`src/core/pwmcmp_pkg.sv`:
```
/*
	pwmcmp_pkg: register offsets, field layout and reset values of the periodic comparison unit.
	assumes: imported whole by every design file of the block.
*/
package pwmcmp_pkg;

	localparam int ADDR_W = 4;
	localparam int DATA_W = 32;
	localparam int CNT_W  = 4;

	// register byte offsets
	localparam logic [ADDR_W-1:0] OFS_MODE   = 4'h0;
	localparam logic [ADDR_W-1:0] OFS_VALUE  = 4'h4;
	localparam logic [ADDR_W-1:0] OFS_STATUS = 4'h8;
	localparam logic [ADDR_W-1:0] OFS_MASK   = 4'hC;

	// mode register fields
	localparam int FLD_ENABLE   = 0;
	localparam int FLD_TRIG_LSB = 4;
	localparam int FLD_PER_LSB  = 8;
	localparam int FLD_PCNT_LSB = 12;
	localparam int FLD_UPER_LSB = 16;
	localparam int FLD_UCNT_LSB = 20;

	// status / mask bits
	localparam int ST_MATCH  = 0;
	localparam int ST_UPDATE = 1;
	localparam int ST_W      = 2;

	localparam logic [DATA_W-1:0] RST_MODE   = 32'h0000_0000;
	localparam logic [DATA_W-1:0] RST_VALUE  = 32'h0000_0000;
	localparam logic [ST_W-1:0]   RST_STATUS = 2'h0;
	localparam logic [ST_W-1:0]   RST_MASK   = 2'h0;
	localparam logic [CNT_W-1:0]  CNT_ZERO   = 4'h0;
	localparam logic [CNT_W-1:0]  CNT_ONE    = 4'h1;

endpackage

```
`src/core/pwmcmp_wrap_counter.sv`:
```
/*
	pwmcmp_wrap_counter: counter that steps on each advance pulse and wraps to zero past its limit.
	assumes: advance is a one-cycle pulse on the same clock.
*/
`timescale 1ns/1ps
module pwmcmp_wrap_counter
	import pwmcmp_pkg::*;
#(
	parameter int W = CNT_W
) (
	// clock and reset
	input  wire logic         clock,
	input  wire logic         reset_n,
	// control
	input  wire logic         advance,
	input  wire logic [W-1:0] limit,
	// state
	output logic      [W-1:0] count,
	output logic              wrap
);

	logic [W-1:0] count_reg;
	logic [W-1:0] count_next;
	wire          at_limit = (count_reg >= limit);

	assign wrap       = advance && at_limit;
	assign count_next = wrap ? '0 : (advance ? count_reg + W'(1) : count_reg);
	assign count      = count_reg;

	always_ff @(posedge clock or negedge reset_n) begin
		if (!reset_n) begin
			count_reg <= '0;
		end else begin
			count_reg <= count_next;
		end
	end

endmodule

```
`src/core/pwmcmp_unit.sv`:
```
/*
	pwmcmp_unit: periodic comparison unit x of a pwm controller, with register port and interrupt.
	assumes: period_end is a one-cycle pulse from channel 0 counter logic on the same clock;
	counter_value is the channel 0 counter, also on this clock.
*/
`timescale 1ns/1ps
// Summary of operation
// - enable bit low: comparison never matches; high: comparison may match.
// - compare only in the period where period counter equals trigger value.
// - period field is the largest value the period counter reaches before restarting.
// - comparison is evaluated once every period field plus one channel 0 periods.
// - period counter readable in mode register; writes to it are ignored.
// - new mode and value take effect once every update period plus one periods.
// - update counter readable in mode register; writes to it are ignored.
module pwmcmp_unit
	import pwmcmp_pkg::*;
#(
	parameter int CW = 16
) (
	// clock and reset
	input  wire logic              clock,
	input  wire logic              reset_n,
	// register port
	input  wire logic [ADDR_W-1:0] addr,
	input  wire logic [DATA_W-1:0] wr_data,
	input  wire logic              wr_en,
	input  wire logic              rd_en,
	output logic      [DATA_W-1:0] rd_data,
	// channel 0 counter
	input  wire logic              period_end,
	input  wire logic [CW-1:0]     counter_value,
	// outputs
	output logic                   match,
	output logic                   irq
);

	// software-side (pending) and active copies
	logic [DATA_W-1:0] mode_sw_reg;
	logic [DATA_W-1:0] value_sw_reg;
	logic [DATA_W-1:0] mode_act_reg;
	logic [DATA_W-1:0] value_act_reg;
	logic [ST_W-1:0]   status_reg;
	logic [ST_W-1:0]   status_next;
	logic [ST_W-1:0]   mask_reg;
	logic [DATA_W-1:0] rd_data_reg;
	logic [DATA_W-1:0] rd_data_next;
	logic              match_reg;
	logic              match_next;

	// decode
	wire sel_mode   = (addr == OFS_MODE);
	wire sel_value  = (addr == OFS_VALUE);
	wire sel_status = (addr == OFS_STATUS);
	wire sel_mask   = (addr == OFS_MASK);
	wire wr_mode    = wr_en && sel_mode;
	wire wr_value   = wr_en && sel_value;
	wire wr_status  = wr_en && sel_status;
	wire wr_mask    = wr_en && sel_mask;

	// active fields; update period from the software copy
	wire             act_enable = mode_act_reg[FLD_ENABLE];
	wire [CNT_W-1:0] act_trig   = mode_act_reg[FLD_TRIG_LSB +: CNT_W];
	wire [CNT_W-1:0] act_per    = mode_act_reg[FLD_PER_LSB +: CNT_W];
	wire [CNT_W-1:0] sw_uper    = mode_sw_reg[FLD_UPER_LSB +: CNT_W];
	wire [CW-1:0]    act_value  = value_act_reg[CW-1:0];

	// period and update counters
	wire [CNT_W-1:0] per_count;
	wire [CNT_W-1:0] upd_count;
	wire             per_wrap;
	wire             upd_wrap;

	pwmcmp_wrap_counter #(
		.W(CNT_W)
	) u_period_cnt (
		.clock   (clock),
		.reset_n (reset_n),
		.advance (period_end),
		.limit   (act_per),
		.count   (per_count),
		.wrap    (per_wrap)
	);

	pwmcmp_wrap_counter #(
		.W(CNT_W)
	) u_update_cnt (
		.clock   (clock),
		.reset_n (reset_n),
		.advance (period_end),
		.limit   (sw_uper),
		.count   (upd_count),
		.wrap    (upd_wrap)
	);

	// update happens when the update counter wraps
	wire do_update = upd_wrap;

	// comparison
	wire in_window  = (per_count == act_trig);
	wire value_hit  = (counter_value == act_value);
	assign match_next = act_enable && in_window && value_hit;

	// read mux: counter fields reflect hardware state
	wire [DATA_W-1:0] mode_view = {8'h00,
		upd_count, sw_uper,
		per_count, mode_sw_reg[FLD_PER_LSB +: CNT_W],
		mode_sw_reg[FLD_TRIG_LSB +: CNT_W],
		3'h0, mode_sw_reg[FLD_ENABLE]};

	assign rd_data_next = !rd_en     ? rd_data_reg :
	                      sel_mode   ? mode_view :
	                      sel_value  ? value_sw_reg :
	                      sel_status ? {{(DATA_W-ST_W){1'b0}}, status_reg} :
	                      sel_mask   ? {{(DATA_W-ST_W){1'b0}}, mask_reg} :
	                      {DATA_W{1'b0}};

	// sticky events, set wins over write-one-to-clear
	wire            match_rise = match_next && !match_reg;
	wire [ST_W-1:0] ev_set     = {do_update, match_rise};
	wire [ST_W-1:0] ev_clr = wr_status ? wr_data[ST_W-1:0] : {ST_W{1'b0}};
	assign status_next = (status_reg & ~ev_clr) | ev_set;

	// writable bits: counter fields held at zero in the software copy
	wire [DATA_W-1:0] mode_wmask = {8'h00, 4'h0, 4'hF, 4'h0, 4'hF, 4'hF, 4'h1};

	always_ff @(posedge clock or negedge reset_n) begin
		if (!reset_n) begin
			mode_sw_reg <= RST_MODE;
			value_sw_reg <= RST_VALUE;
		end else begin
			if (wr_mode) begin
				mode_sw_reg <= wr_data & mode_wmask;
			end
			if (wr_value) begin
				value_sw_reg <= wr_data;
			end
		end
	end

	always_ff @(posedge clock or negedge reset_n) begin
		if (!reset_n) begin
			mode_act_reg <= RST_MODE;
			value_act_reg <= RST_VALUE;
		end else if (do_update) begin
			mode_act_reg <= mode_sw_reg;
			value_act_reg <= value_sw_reg;
		end
	end

	always_ff @(posedge clock or negedge reset_n) begin
		if (!reset_n) begin
			status_reg <= RST_STATUS;
			mask_reg <= RST_MASK;
			rd_data_reg <= '0;
			match_reg <= 1'b0;
		end else begin
			status_reg <= status_next;
			if (wr_mask) begin
				mask_reg <= wr_data[ST_W-1:0];
			end
			rd_data_reg <= rd_data_next;
			match_reg <= match_next;
		end
	end

	assign rd_data = rd_data_reg;
	assign match   = match_reg;
	assign irq     = |(status_reg & mask_reg);

endmodule

```
`config.mk`:
```
export PLATFORM = sky130hd
export DESIGN_NAME = pwmcmp_unit
export DESIGN_NICKNAME = d
export VERILOG_FILES = /design/src/core/pwmcmp_pkg.sv /design/src/core/pwmcmp_wrap_counter.sv /design/src/core/pwmcmp_unit.sv
export SDC_FILE = /design/constraint.sdc
export NUM_CORES = 1
export LEC_CHECK = 0
export ABC_AREA = 1
export BUFFER_PORTS_ARGS = -buffer_cell sky130_fd_sc_hd__clkbuf_2
export CAP_MARGIN = 15
export CORE_MARGIN = 4
export CORE_UTILIZATION = 60
export DETAILED_ROUTE_END_ITERATION = 6
export HOLD_SLACK_MARGIN = 0.05
export PLACE_DENSITY_LB_ADDON = 0.08
export SYNTH_ARGS = -nofsm -noshare
export SYNTH_HDL_FRONTEND = slang
export SYNTH_SLANG_ARGS = --single-unit
```
`constraint.sdc`:
```
create_clock -name clock -period 2.72 [get_ports clock]
set_input_delay 0 -clock clock [delete_from_list [all_inputs] [get_ports clock]]
set_output_delay 0 -clock clock [all_outputs]
set_load 0.02 [all_outputs]
```
==> impl_metrics.json <==
{
  "crit_required_ns": 3.17,
  "synth_compound_area_share_pct": 11.4,
  "io_pins": 91,
  "finalSetupTns_ns": 0,
  "syn_inst": 625,
  "wl_per_cell_um": 15.3,
  "clkLatencyLatePin_ns": 0.51,
  "cts_buffer_depth": 2,
  "power_density_nw_per_um2": 896,
  "grt_pass1_wl_um": 22400,
  "tightest_slew_ns": 1.11,
  "place_hpwl_um": 8210,
  "yosys.area.top_type": "dfrtp_1",
  "ys_top_cells_by_area": "dfrtp_1 (54%), nand2_1 (13%), inv_1 (7.1%), o21ai_0 (5.1%), o22ai_1 (2.8%)",
  "dieArea_um2": 10400,
  "num_vias": 4721,
  "critPathMaxFanout": 4,
  "grt-ovfl-total": 0,
  "io_buffer_count": 90,
  "via_per_inst": 5.32,
  "yosys_warnings": 0,
  "cp-start-kind": "register",
  "htree_levels": 4,
  "worst_ep_arrival_time_ns": 2.79,
  "firstDrtPassIters": 5,
  "rows": 34,
  "period_share_pct": 86.1,
  "antenna_cells": 0,
  "synthXorXnorAreaFrac_pct": 0.659,
  "cp-end-kind": "register",
  "setup_viol": 0,
  "outcome": "finished clean",
  "cts_buffers": 17,
  "clkSlewWorstSetupHoldPaths_ns": 0.06,
  "root_buffer": "clkbuf_8",
  "cts_resized": 0,
  "skew_ns": 0.00925,
  "crit_type": "reg -> reg",
  "layout_common_cells": "nand2_1 (188), dfrtp_1 (115), inv_1 (101)",
  "antenna_found_initial": 0,
  "synth_top_family_by_area": "simple AND/OR/NAND/NOR gates",
  "maxCapViolCount": 0,
  "grt_max_degree": 67,
  "grt_pass1_vias": 4681,
  "synth.distinct_cells": 29,
  "synth_edf_count": 0,
  "rsz0062_at_grt": "no",
  "cts_setup_buffers": 0,
  "synth_nets": 692,
  "timing.fmax_mhz": 427,
  "die_w_um": 102,
  "drt_iter0_markers": 299,
  "ys_ff_latch": 115,
  "netlist_area_um2": 5320,
  "slew_headroom_pct": 26.0,
  "drive_above_1_share_pct": 18.3,
  "place.gp.congestion": 0.822,
  "layout_commonest_cell": "nand2_1",
  "ys.flop_type": "dfrtp_1",
  "layout_min_cycle_time_ns": 2.34,
  "synthMuxAreaShare_pct": 2.64,
  "syn2layout_area_growth_pct": 31.2,
  "grt.total_usage_pct": 28.1,
  "p_leak_uw": 0.00375,
  "yosys.area_share.simple_pct": 18.9,
  "synthAdderAreaFrac_pct": 2.35,
  "clock_sinks": 115,
  "syn_avg_cell_area_um2": 8.51,
  "slew_violations": 0,
  "final_hold_viol_count": 0,
  "cts_tree": "done",
  "ys_seq_area_share_pct": 54.1,
  "start_util_pct": 61.3,
  "min-delay-path-class": "in -> reg",
  "core_region_area_um2": 8680,
  "yosysTopAreaCellShare_pct": 54.1,
  "async_flop_share_pct": 100,
  "fill_cells": 552,
  "holdWs_ns": 0.000936,
  "multiInputGateArea_um2": 1910,
  "fp.dieH_um": 102,
  "fin_nets": 835,
  "antenna_left": 0,
  "vdd_drop_max_mv": 0.456,
  "seq_area_um2": 2880,
  "wl_um": 13600,
  "drc": 0
}
cells in the mapped netlist (6+ instances only):
master	number
ha_1	10
mux2_4	8
nand4_1	10
dfrtp_1	115
a21oi_1	14
nand2_1	188
nor2_1	29
nand3_1	10
buf_2	6
o21ai_0	54
clkbuf_1	9
inv_1	101
buf_4	7
o21ai_1	17
o22ai_1	24
what timing repair did:
item,in CTS,in global routing
setup endpoints to repair,0,2
hold buffers,53,0
hold endpoints to repair,148,0
layout make-up:
| class | instances | area share, % |
|---|---|---|
| clock inverter | 9 | 2.17 |
| inverter | 102 | 5.49 |
| timing repair buffer | 150 | 15.0 |
| multi-input combinational | 382 | 27.3 |
| clock buffer | 22 | 6.78 |
| sequential | 115 | 41.3 |
| tap | 108 | 1.94 |
report_power, final:
part | switching (uW) | internal [uW] | total [uW]
combinational | 864 | 624 | 1490
sequential | 308 | 2120 | 2430
clock | 750 | 1580 | 2330
total | 1920 | 4320 | 6250
through the flow:
step	cells	setup WS (ns)	total power [uW]	area, um^2	utilization [%]
finish	888	0.377	6250	6970	80.3
global route	888	0.260	6620	6970	80.3
CTS	889	0.00878	6240	6980	80.5
detailed placement	805	0.876	3770	5830	67.2
global placement	805	0.966	3670	5830	67.2
floorplan	625	1.21	3360	5320	-
kinds of logic after synthesis:
logic type,count (synthesis)
AOI/OAI and AO/OA,113
xor gates and xnor gates,4
adders and majority gates,10
buffers and inverters,128
DFF,115
muxes,10
and+or+nand+nor,245
layer usage:
layer,global-route usage (%),vias up,part of all wire [%]
li1,-,2259,-
met1,35.8,2271,43
met2,46.9,167,50
met3,6.08,24,5.4
met4,11.5,0,1.9
met5,0,-,0
worst max-delay path, stage by stage, from the launching register on:
cell and delay, ns:
dfrtp_1 0.43, nand2_1 0.10, nand2_1 0.05, nor2_1 0.08, dlygate4sd3_1 0.55, nand2_1 0.05, dlygate4sd3_1 0.55, nor2_1 0.19
nand4_1 0.18, nand2_1 0.10
worst paths after layout:
check	slack (ns)	start	depth (start not counted)	end
max in group asynchronous	1.82	reset_n	3	mode_sw_reg[5]
min in group asynchronous	0.15	reset_n	2	rd_data[8]
worst min-delay path	0.0009	counter_value[8]	5	match
worst min register to register	0.48	rd_data[11]	2	rd_data[11]
worst max-delay path	0.38	u_period_cnt.count[3]	9	status_reg[0]
worst max register to register	0.38	u_period_cnt.count[3]	9	status_reg[0]
No activity file was read; power rests on OpenSTA's default activity.
